**src/irq_flags_pkg.sv**
```systemverilog
// constants, register indices and carrier types of the interrupt flag block
// assumes one system clock; the cpu core drives flag accesses and acceptances
// Notes on behaviour
// - source sets flag, acceptance clears it
// - set flag and enable raise vectored request, except key and watch flags
// - software-set flag acts like hardware request
// - reset clears all request and enable flags
// - bit and nibble accesses reach flags directly
// - interval and dual-edge share vector, special clear
// - internal pulses set internal request flags
// - dual-edge pin sets flag on both edges
// - mode registers choose ext pin a/b edge
// - ext pin a drops pulses under two samples
// - mode bit 3 picks sample clock
// - reset clears ext0/ext1 modes to rising
// - ext pin a frozen during standby
// - mode zero: ext pin c rising edge
// - key mode: selected keys falling edge
// - any selected key low blocks others
// - reset clears key mode register to rising
// - mode registers written as nibbles
// - test-and-clear returns flag, clears it
// - fixed priority vrq1 first, vectors 2..c
// - global enable gates all vectored requests
package irq_flags_pkg;
  // flag positions within the request and enable vectors
  localparam int NUM_FLAGS = 9;
  localparam int F_INTERVAL = 0;
  localparam int F_DUAL = 1;
  localparam int F_EXT0 = 2;
  localparam int F_EXT1 = 3;
  localparam int F_SERIAL = 4;
  localparam int F_COUNTER = 5;
  localparam int F_PULSE = 6;
  localparam int F_WATCH = 7;
  localparam int F_KEY = 8;
  // nibble register indices
  localparam logic [3:0] IDX_EXT0_MODE = 4'h0;
  localparam logic [3:0] IDX_EXT1_MODE = 4'h1;
  localparam logic [3:0] IDX_EXT2_MODE = 4'h2;
  localparam logic [3:0] IDX_REQ_LO = 4'h3;
  localparam logic [3:0] IDX_REQ_MID = 4'h4;
  localparam logic [3:0] IDX_REQ_HI = 4'h5;
  localparam logic [3:0] IDX_EN_LO = 4'h6;
  localparam logic [3:0] IDX_EN_MID = 4'h7;
  localparam logic [3:0] IDX_EN_HI = 4'h8;
  // single-bit select: request flags 0..8, enable flags 9..17
  localparam logic [4:0] BIT_EN_BASE = 5'h09;
  // reset values of mode registers
  localparam logic [3:0] MODE_RESET = 4'h0;
  // edge select codes in mode bits [1:0]
  localparam logic [1:0] EDGE_RISE = 2'h0;
  localparam logic [1:0] EDGE_FALL = 2'h1;
  localparam logic [1:0] EDGE_BOTH = 2'h2;
  localparam logic [1:0] EDGE_NONE = 2'h3;
  localparam int EXT0_CLK_SEL_BIT = 3;
  // sample divider of the slow ext pin a clock
  localparam int SLOW_SAMPLE_DIV = 64;
  // vector table addresses of vrq1..vrq6
  localparam logic [15:0] VEC_ADDR_BASE = 16'h0002;
  localparam logic [15:0] VEC_ADDR_STEP = 16'h0002;
  // bit operations
  typedef enum logic [1:0] {
    BIT_NOP = 2'h0,
    BIT_SET = 2'h1,
    BIT_CLR = 2'h3,
    BIT_TEST_CLR = 2'h2
  } bit_op_t;
  // one-cycle request pulses from on-chip sources
  typedef struct packed {
    logic interval_tick;
    logic serial_done;
    logic counter_match;
    logic pulse_gen_match;
    logic watch_tick;
  } int_src_t;
  // external pins
  typedef struct packed {
    logic [7:0] key_inputs;
    logic ext_irq_pin_dual;
    logic ext_irq_pin_c;
    logic ext_irq_pin_b;
    logic ext_irq_pin_a;
  } ext_pins_t;
endpackage

```
**src/irq_flags.sv**
```systemverilog
// interrupt request and enable flags with external edge detection
// assumes the cpu core drives accesses on core_clk and pins are asynchronous
`timescale 1ns/1ps
module irq_flags
  import irq_flags_pkg::*;
#(
  parameter int SAMPLE_DIV = SLOW_SAMPLE_DIV
) (
  // clock and reset
  input wire logic core_clk,
  input wire logic srst,
  // sources and pins
  input wire int_src_t int_src,
  input wire ext_pins_t pins,
  input wire logic standby,
  // nibble memory access
  input wire logic mem_wr,
  input wire logic mem_rd,
  input wire logic [3:0] mem_idx,
  input wire logic [3:0] mem_wdata,
  output logic [3:0] mem_rdata,
  // single-bit access
  input wire bit_op_t bit_op,
  input wire logic [4:0] bit_sel,
  output logic bit_rdata,
  // cpu acceptance
  input wire logic global_irq_enable,
  input wire logic ack_valid,
  input wire logic [2:0] ack_vrq,
  output logic [6:1] vectored_request,
  output logic [2:0] top_vrq,
  output logic [15:0] top_vec_addr,
  output logic standby_release
);

  // divider wraps on its last count, which is also the slow sample tick
  localparam int DIV_W = $clog2(SAMPLE_DIV);
  localparam logic [DIV_W-1:0] DIV_LAST = DIV_W'(SAMPLE_DIV - 1);

  // edge match against a 2-bit edge code
  function automatic logic edge_hit(input logic [1:0] code, input logic prv, input logic cur);
    logic rise;
    logic fall;
    rise = cur & ~prv;
    fall = prv & ~cur;
    unique case (code)
      EDGE_RISE: edge_hit = rise;
      EDGE_FALL: edge_hit = fall;
      EDGE_BOTH: edge_hit = rise | fall;
      EDGE_NONE: edge_hit = 1'b0;
    endcase
  endfunction

  // key selection: codes 1..4 take the top 2,4,6,8 keys
  // any other code leaves every key out, so the combined level stays high
  function automatic logic [7:0] key_mask(input logic [3:0] code);
    unique case (code)
      4'h1: key_mask = 8'hc0;
      4'h2: key_mask = 8'hf0;
      4'h3: key_mask = 8'hfc;
      4'h4: key_mask = 8'hff;
      default: key_mask = 8'h00;
    endcase
  endfunction

  logic [11:0] sync1_reg, sync1_next;
  logic [11:0] sync2_reg, sync2_next;
  logic [11:0] prev_reg, prev_next;
  logic [DIV_W-1:0] div_reg, div_next;
  logic samp1_reg, samp1_next;
  logic samp2_reg, samp2_next;
  logic filt_reg, filt_next;
  logic filt_prev_reg, filt_prev_next;
  logic key_all_reg, key_all_next;
  logic [3:0] mode0_reg, mode0_next;
  logic [3:0] mode1_reg, mode1_next;
  logic [3:0] mode2_reg, mode2_next;
  logic [NUM_FLAGS-1:0] req_reg, req_next;
  logic [NUM_FLAGS-1:0] en_reg, en_next;
  logic [3:0] rdata_reg, rdata_next;
  logic bit_rd_reg, bit_rd_next;
  logic sample_en;
  logic [NUM_FLAGS-1:0] hw_set;
  logic [NUM_FLAGS-1:0] active;
  logic [NUM_FLAGS-1:0] ack_clr;
  logic [6:1] vrq_raw;

  // syncs clear on reset, so a pin high at release reads as a rising edge
  // two-flop synchronisers, then previous sample
  always_comb begin
    sync1_next = pins;
    sync2_next = sync1_reg;
    prev_next = sync2_reg;
  end

  // slow sample tick every SAMPLE_DIV cycles
  always_comb begin
    div_next = (div_reg == DIV_LAST) ? '0 : div_reg + 1'b1;
  end

  // the divider keeps counting in standby; only the sampler is frozen
  // sampling stops in standby
  assign sample_en = ~standby & (~mode0_reg[EXT0_CLK_SEL_BIT] | (div_reg == DIV_LAST));

  // a pulse no longer than one tick never gives two equal high samples
  // level passes only after two equal samples
  always_comb begin
    samp1_next = samp1_reg;
    samp2_next = samp2_reg;
    filt_next = filt_reg;
    if (sample_en) begin
      samp1_next = sync2_reg[0];
      samp2_next = samp1_reg;
      if (samp1_reg == samp2_reg) begin
        filt_next = samp2_reg;
      end
    end
    filt_prev_next = filt_reg;
  end

  // selected keys combined, low on any holds it low
  always_comb begin
    key_all_next = &(sync2_reg[11:4] | ~key_mask(mode2_reg));
  end

  // hardware set events
  // pin c and the key inputs share one request flag
  always_comb begin
    hw_set = '0;
    hw_set[F_INTERVAL] = int_src.interval_tick;
    hw_set[F_SERIAL] = int_src.serial_done;
    hw_set[F_COUNTER] = int_src.counter_match;
    hw_set[F_PULSE] = int_src.pulse_gen_match;
    hw_set[F_WATCH] = int_src.watch_tick;
    hw_set[F_DUAL] = sync2_reg[3] ^ prev_reg[3];
    // selectable edges on pins a and b
    hw_set[F_EXT0] = edge_hit(mode0_reg[1:0], filt_prev_reg, filt_reg);
    hw_set[F_EXT1] = edge_hit(mode1_reg[1:0], prev_reg[1], sync2_reg[1]);
    if (mode2_reg == MODE_RESET) begin
      hw_set[F_KEY] = sync2_reg[2] & ~prev_reg[2];
    end else begin
      hw_set[F_KEY] = key_all_reg & ~key_all_next;
    end
  end

  assign active = req_reg & en_reg;
  // vector 1 is shared by the interval timer and the dual-edge pin
  // key and watch flags give no vector
  assign vrq_raw = {active[F_PULSE], active[F_COUNTER], active[F_SERIAL], active[F_EXT1],
                    active[F_EXT0], active[F_INTERVAL] | active[F_DUAL]};

  // acceptance clears
  // with both vector 1 sources pending, software sorts them out by testing
  always_comb begin
    ack_clr = '0;
    if (ack_valid) begin
      unique case (ack_vrq)
        3'h1: begin
          // shared vector clears only a lone source
          ack_clr[F_INTERVAL] = active[F_INTERVAL] & ~active[F_DUAL];
          ack_clr[F_DUAL] = active[F_DUAL] & ~active[F_INTERVAL];
        end
        3'h2: ack_clr[F_EXT0] = 1'b1;
        3'h3: ack_clr[F_EXT1] = 1'b1;
        3'h4: ack_clr[F_SERIAL] = 1'b1;
        3'h5: ack_clr[F_COUNTER] = 1'b1;
        3'h6: ack_clr[F_PULSE] = 1'b1;
        default: ack_clr = '0;
      endcase
    end
  end

  // software accesses and flag update
  // a bit op is applied after a nibble write, so it wins on its own bit
  always_comb begin
    logic [17:0] all;
    logic [17:0] all_new;
    all = {en_reg, req_reg};
    all_new = all;
    mode0_next = mode0_reg;
    mode1_next = mode1_reg;
    mode2_next = mode2_reg;
    rdata_next = rdata_reg;
    bit_rd_next = bit_rd_reg;
    if (mem_wr) begin
      unique case (mem_idx)
        IDX_EXT0_MODE: mode0_next = mem_wdata;
        IDX_EXT1_MODE: mode1_next = mem_wdata;
        IDX_EXT2_MODE: mode2_next = mem_wdata;
        IDX_REQ_LO: all_new[3:0] = mem_wdata;
        IDX_REQ_MID: all_new[7:4] = mem_wdata;
        IDX_REQ_HI: all_new[8] = mem_wdata[0];
        IDX_EN_LO: all_new[12:9] = mem_wdata;
        IDX_EN_MID: all_new[16:13] = mem_wdata;
        IDX_EN_HI: all_new[17] = mem_wdata[0];
        default: all_new = all;
      endcase
    end
    if (mem_rd) begin
      unique case (mem_idx)
        IDX_EXT0_MODE: rdata_next = mode0_reg;
        IDX_EXT1_MODE: rdata_next = mode1_reg;
        IDX_EXT2_MODE: rdata_next = mode2_reg;
        IDX_REQ_LO: rdata_next = all[3:0];
        IDX_REQ_MID: rdata_next = all[7:4];
        IDX_REQ_HI: rdata_next = {3'h0, all[8]};
        IDX_EN_LO: rdata_next = all[12:9];
        IDX_EN_MID: rdata_next = all[16:13];
        IDX_EN_HI: rdata_next = {3'h0, all[17]};
        default: rdata_next = 4'h0;
      endcase
    end
    if (bit_op != BIT_NOP && bit_sel < 5'h12) begin
      bit_rd_next = all[bit_sel];
      unique case (bit_op)
        // software set acts as a request
        BIT_SET: all_new[bit_sel] = 1'b1;
        BIT_CLR: all_new[bit_sel] = 1'b0;
        BIT_TEST_CLR: all_new[bit_sel] = 1'b0;
        default: all_new[bit_sel] = all[bit_sel];
      endcase
    end
    en_next = all_new[17:9];
    // a source event in the clearing cycle is never lost
    // acceptance clears, hardware set wins
    req_next = (all_new[8:0] & ~ack_clr) | hw_set;
  end

  assign vectored_request = global_irq_enable ? vrq_raw : 6'h00;
  // not gated by the global enable, so a masked source still wakes the core
  // all enabled flags release standby
  assign standby_release = |active;

  // vector addresses step by two from the first table entry
  // fixed priority, lowest number first
  always_comb begin
    top_vrq = 3'h0;
    for (int i = 6; i >= 1; i--) begin
      if (vectored_request[i]) begin
        top_vrq = 3'(i);
      end
    end
    top_vec_addr = (top_vrq == 3'h0) ? 16'h0000
                 : VEC_ADDR_BASE + VEC_ADDR_STEP * 16'(top_vrq - 3'h1);
  end

  // read data stays registered until the next access of its kind
  assign mem_rdata = rdata_reg;
  assign bit_rdata = bit_rd_reg;

  // registers
  always_ff @(posedge core_clk) begin
    if (srst) begin
      sync1_reg <= '0;
      sync2_reg <= '0;
      prev_reg <= '0;
      div_reg <= '0;
      samp1_reg <= 1'b0;
      samp2_reg <= 1'b0;
      filt_reg <= 1'b0;
      filt_prev_reg <= 1'b0;
      // keys idle high, so the combined level starts high
      key_all_reg <= 1'b1;
      mode0_reg <= MODE_RESET;
      mode1_reg <= MODE_RESET;
      // key mode back to pin rising
      mode2_reg <= MODE_RESET;
      req_reg <= '0;
      en_reg <= '0;
      rdata_reg <= 4'h0;
      bit_rd_reg <= 1'b0;
    end else begin
      sync1_reg <= sync1_next;
      sync2_reg <= sync2_next;
      prev_reg <= prev_next;
      div_reg <= div_next;
      samp1_reg <= samp1_next;
      samp2_reg <= samp2_next;
      filt_reg <= filt_next;
      filt_prev_reg <= filt_prev_next;
      key_all_reg <= key_all_next;
      mode0_reg <= mode0_next;
      mode1_reg <= mode1_next;
      mode2_reg <= mode2_next;
      req_reg <= req_next;
      en_reg <= en_next;
      rdata_reg <= rdata_next;
      bit_rd_reg <= bit_rd_next;
    end
  end

endmodule

```
**config.mk**
```make
export PLATFORM = sky130hd
export DESIGN_NAME = irq_flags
export DESIGN_NICKNAME = d
export VERILOG_FILES = /design/src/irq_flags_pkg.sv /design/src/irq_flags.sv
export SDC_FILE = /design/constraint.sdc
export NUM_CORES = 1
export LEC_CHECK = 0
export ABC_AREA = 1
export BUFFER_PORTS_ARGS = -buffer_cell sky130_fd_sc_hd__buf_2
export CORE_UTILIZATION = 60
export DETAILED_ROUTE_END_ITERATION = 7
export PLACE_DENSITY = 0.85
export SLEW_MARGIN = 20
export SYNTH_ARGS = -nofsm -noshare
export SYNTH_HDL_FRONTEND = slang
export SYNTH_SLANG_ARGS = --single-unit
export TNS_END_PERCENT = 20
```
**constraint.sdc**
```tcl
create_clock -name core_clk -period 3.1 [get_ports core_clk]
set_input_delay 0.155 -clock core_clk [delete_from_list [all_inputs] [get_ports core_clk]]
set_output_delay 0.155 -clock core_clk [all_outputs]
set_load 0.02 [all_outputs]
```
# Word level (Yosys, flattened, before mapping)
# Cells that the tools add are included.
[classes]
add_sub_neg = 3
order_cmp = 3
eq_ne = 29
mux = 34
bitwise = 33
n_reduce_logical = 16
[op_table]
columns = ["cell", "count"]
rows = [
  ["$mux W18", 2],
  ["$pmux W18 S2", 1],
  ["$pmux W4 S9", 1],
  ["$pmux W8 S4", 1],
  ["$eq A4 B3 Y1 const B", 5],
  ["$and A18 B18 Y18", 1],
  ["$and A9 B9 Y9", 2],
  ["$bwmux W18", 1],
  ["$mux W3", 6],
  ["$not A18 Y18", 1],
  ["$or A18 B18 Y18", 1],
  ["$eq A4 B2 Y1 const B", 4],
  ["$mux W16", 1],
  ["$mux W4", 4],
  ["$eq A2 B2 Y1 const B", 6],
  ["$mux W1", 10],
  ["$not A1 Y1", 10],
  ["$and A1 B1 Y1", 9],
  ["$eq A3 B3 Y1 const B", 3],
  ["$not A9 Y9", 1],
  ["$or A9 B9 Y9", 1],
  ["$reduce_or A9 Y1", 1],
  ["$eq A4 B1 Y1 const B", 2],
  ["$logic_not A4 Y1", 2],
  ["29 further kinds", 42],
]
[word_totals]
reg_bits = 74
input_bits = 42
output_inout_bits = 31
elab_cells = 134

# Longest topological paths before layout
[depth]
word_depth = 12
mapped_depth = 13

# Worst setup path before layout
# Ideal clock, no wire load.
[synth_path]
path_type = "flip-flop to output port"
start = "reg req_reg[0]"
end = "out top_vec_addr[10]"
t_arrival_ns = 2.262
slack_ns = 0.683
stages_incl_launch_ff = 13
n_path_buf = 1
path_cell_list = "dfxtp_1 -> nand2_1 -> nand2_1 -> nand2_1 -> inv_1 -> nor2_1 -> inv_1 -> ha_1 -> inv_1 -> nand2_1 -> nand2_1 -> and3_1 -> buf_4"
[synth_between]
elab_chain_len = 7
elab_cells_between_ends = 8
cone_classes = "2 x add/sub; 3 x mux; 2 x bitwise; 1 x reduce/logical"
[synth_lines]
columns = ["item", "line", "rtl"]
rows = [
  ["from (decl)", "irq_flags.sv:78", "logic [NUM_FLAGS-1:0] req_reg, req_next;"],
  ["from (signal assigned)", "irq_flags.sv:285", "req_reg <= req_next;"],
  ["$and A9 B9 Y9 (*)", "irq_flags.sv:146", "assign active = req_reg & en_reg;"],
  ["$or A1 B1 Y1 (*)", "irq_flags.sv:150", "active[F_EXT0], active[F_INTERVAL] | active[F_DUAL]};"],
  ["$mux W6 (*)", "irq_flags.sv:229", "assign vectored_request = global_irq_enable ? vrq_raw : 6'h00;"],
  ["named net vectored_request, one bit", "irq_flags.sv:30", "output logic [6:1] vectored_request,"],
  ["$mux W3 (*)", "irq_flags.sv:239", "if (vectored_request[i]) begin"],
  ["named net top_vrq[1]", "irq_flags.sv:31", "output logic [2:0] top_vrq,"],
  ["$sub A3 B1 Y4", "irq_flags.sv:244", ": VEC_ADDR_BASE + VEC_ADDR_STEP * 16'(top_vrq - 3'h1);"],
  ["$add A3 B5 Y6", "irq_flags.sv:244", ""],
  ["$mux W16 (*)", "irq_flags.sv:243", "top_vec_addr = (top_vrq == 3'h0) ? 16'h0000"],
  ["to (decl)", "irq_flags.sv:32", "output logic [15:0] top_vec_addr,"],
]
# Mark *: on every way through the listed nets, which the timed path passes. The rest lies on a longest branch.

# Final worst setup path
[layout_path]
start = "reg en_reg[0]"
end = "out top_vec_addr[4]"
[layout_between]
elab_chain_len = 7
elab_cells_between_ends = 8
cone_classes = "2 x add/sub; 3 x mux; 2 x bitwise; 1 x reduce/logical"
[layout_lines]
columns = ["item", "line", "rtl"]
rows = [
  ["from (decl)", "irq_flags.sv:79", "logic [NUM_FLAGS-1:0] en_reg, en_next;"],
  ["from (signal assigned)", "irq_flags.sv:286", "en_reg <= en_next;"],
  ["$and A9 B9 Y9 (*)", "irq_flags.sv:146", ""],
  ["$or A1 B1 Y1 (*)", "irq_flags.sv:150", ""],
  ["$mux W6 (*)", "irq_flags.sv:229", ""],
  ["$mux W3 (*)", "irq_flags.sv:239", ""],
  ["$sub A3 B1 Y4", "irq_flags.sv:244", ""],
  ["$add A3 B5 Y6", "irq_flags.sv:244", ""],
  ["$mux W16 (*)", "irq_flags.sv:243", ""],
]
# Every way passes the cells marked *; elsewhere a longest branch is shown, timed or not.

==> impl_results.md <==
* Max-slew violations at 0
* Global route total overflow at 0
* Yosys warnings at 0
* Net Sw Power at ~570 uW
* Final period util at between 80% and 90%
* Initial DRC count at roughly 340
* #FFs+latches synth at between 70 and 80
* Postcts setup bufs at 0
* Yosys cell types at 35
* # rows at 29
* Sequential area share after synthesis at 36.76%
* Worst min path class: in2reg
* Hpwl dp at roughly 8000 um
* Final TNS setup at 0 ns
* Post-synthesis mux area share at 0.2518%
* Post-Synth Simple-Gate Area at about a third
* Logic pwr share at 12.3%
* Die Area at ~7000 um2
* DRT Pass-1 Iters at 5
* Min Tclk post-route at between 2 and 3 ns
* Vias/cell at around 5.5
* Rel. slew slack at 52.60%
* Routed len/inst at 14.02 um
* CTS Buf Count at 9
* Setup ws final at 0.5388 ns
* CP arrival at roughly 2.4 ns
* P&R area growth vs syn at 13.79%
* Crit path launch type: flop
* Int Pwr at between 1000 and 1500 uW
* Die height at 83.40 um
* Pin count of the biggest net entering global routing at 46
* Fraction of the mapped netlist area in adder cells at under 10%
* Hold_buf cts at 1
* Syn nets at 670
* Final Hold Fails at 0
* Clock Latency Late Sink at between 0.3 and 0.4 ns
* Design area at approximately 4500 um2
* Sequential share of power at around half
* # IOs at between 70 and 80
* ANT cells at 0
* Critical path class: reg2out
* GPL Wtd Cong at 0.9865
* Max cap viols at 0
* Initial Util at 62.25%
* Pwr dens at between 400 and 500 nW/um2
* Antenna Violating Nets Remaining at 0
* Routed WL at 10750 um
* GRT Overall Usage at between 30% and 40%
* Switching fraction of total power at ~28%
* First-pass GRT wire length at 17550 um
* Worst-Margin Slew at about 0.7 ns
* Placed cell area at between 4000 and 5000 um2
* Clock buffer depth at 2
* VDD IR max at about 0.42 mV
* Root buffer cell: clkbuf_8
* Post-synthesis compound-gate area fraction at roughly 14%
* Die Width at ~83 um
* Number of global-route vias before repair at about 3800
* Clock skew at about 0.0074 ns
* Synthesized area per cell at 6.401 um2
* Status: completed
* Gate Count Post-Synth at 621
* Worst EP required at roughly 2.9 ns
* Drt drc at 0
* Core area at approximately 6400 um2
* DP Worst Slack at roughly 0.97 ns
* Post-synthesis xor/xnor area fraction at 0.6610%
* Hold Worst Slack at slightly below 0.004 ns
* Clock Power Share at ~38%
* Mapped cell area at ~4000 um2
* Vias at roughly 4200
* RSZ-0062 raised after global routing: false
* Setup violators final at 0
* TritonCTS clock tree: yes
* Setup crit end kind: output port
* Share of cells above drive strength 1 at 15.07%
* Initial antenna violation count at 0
* Peak Freq at roughly 390 MHz
* Nets@finish at between 700 and 800
* Sink Count at 73
* Reg clk slew, reported paths at about 0.080 ns
* Post-CTS resize count at 0
* Worst-path fanout max at 7
* Largest family of logic cells by synthesized area: simple AND/OR/NAND/NOR gates
* I/O Buffers at 71
* H-tree levels at 3
* Leakage at 0.002300 uW
layout make-up:
class / instances / area [um2]
Fill cell: 559 / 1863
Clock inverter: 6 / 67.56
Inverter: 109 / 409.1
Timing Repair Buffer: 74 / 382.9
Clock buffer: 10 / 127.6
Tap cell: 77 / 96.34
Sequential cell: 73 / 1461
Multi-Input combinational cell: 418 / 1978
layout by cell type (no fill, tap or decap), drive strengths merged:
cell	netlist	routed
inv	109	110
nand4	7	7
a22oi	1	1
nand3	62	62
a31oi	1	1
o22ai	1	1
a221oi	1	1
dfxtp	73	73
nand2	143	143
clkinv	0	2
clkinvlp	0	2
ha	7	7
o31ai	2	2
nand3b	1	1
nor2	87	87
a211oi	3	3
nor3	7	7
o21ai	43	43
a21oi	40	40
clkbuf	5	10
dlygate4sd3	0	2
mux2i	1	1
conb	1	1
xnor2	3	3
bufinv	0	1
o2111ai	1	1
and3	1	1
buf	16	72
o211ai	5	5
kinds of logic after synthesis:
kind of cell / after synthesis
muxes: 1
DFF: 73
buffers and inverters: 130
xor gates and xnor gates: 3
other: 1
AOI/OAI and AO/OA: 98
and+or+nand+nor: 308
adders and majority gates: 7
critical path, stage by stage (launching register included):
cell and delay (ns):
dfxtp_1 0.35, nand2_1 0.14, nand2_1 0.09, nand2_1 0.19
inv_1 0.08, nor2_1 0.15, inv_1 0.08, ha_1 0.34
nand3b_1 0.20, nor2_1 0.14, nor2_1 0.05, nor2_1 0.08
buf_2 0.16
metrics by stage:
step | total power, uW | utilization (%) | std cells
after CTS | 1996 | 70.67 | 766
after detailed placement | 1263 | 67.46 | 749
after floorplan | 1170 | - | 621
final | 1999 | 70.83 | 767
after global routing | 2083 | 70.83 | 767
after global placement | 1256 | 67.46 | 749
cells in the mapped netlist, drive strengths merged:
library cell  instances  area share (%)
nand2               143              14
o21ai                43             5.4
inv                 109              10
mux2i                 1            0.25
a211oi                3            0.57
o211ai                5            0.94
a22oi                 1            0.19
xnor2                 3            0.66
nor3                  7            0.88
a31oi                 1            0.16
buf                  16             2.7
o2111ai               1            0.22
conb                  1           0.094
a21oi                40             5.3
o22ai                 1            0.16
nor2                 87             8.8
dfxtp                73              37
nand4                 7             1.1
ha                    7             2.2
and3                  1            0.16
a221oi                1            0.22
clkbuf                5            0.47
nand3                62             8.1
nand3b                1            0.19
o31ai                 2            0.38
per-layer routing:
| metal | wire (um) | vias up | share of wire (%) | GRT usage [%] |
|---|---|---|---|---|
| met2 | 5210 | 209 | 48 | 55.22 |
| met4 | 325 | 0 | 3.0 | 11.91 |
| li1 | - | 2079 | - | - |
| met5 | 0 | - | 0 | 0 |
| met3 | 880 | 39 | 8.2 | 5.467 |
| met1 | 4335 | 1907 | 40 | 39.69 |
final timing paths:
| path | start | end | slack [ns] | cells past startpoint |
|---|---|---|---|---|
| worst max-delay path | en_reg[0]$_SDFF_PP0_ | top_vec_addr[4] | 0.54 | 12 |
| worst min-delay path | pins[10] | sync1_reg[10]$_SDFF_PP0_ | 0.004 | 3 |
| worst min register to register | sync1_reg[7]$_SDFF_PP0_ | prev_next[7]$_SDFF_PP0_ | 0.41 | 2 |
| worst max register to register | div_reg[0]$_SDFF_PP0_ | samp2_reg$_SDFFE_PP0P_ | 1.58 | 7 |
power by group through the flow:
| stage | clock network, uW | registers [uW] | logic (uW) |
|---|---|---|---|
| after floorplan | 0 | 1020 | 152 |
| after CTS | 752 | 1000 | 242 |
| after global routing | 801 | 1010 | 276 |
| after detailed placement | 0 | 1020 | 239 |
| final | 750 | 1000 | 247 |
| after global placement | 0 | 1020 | 235 |
Power figures use the tool's default switching activity.
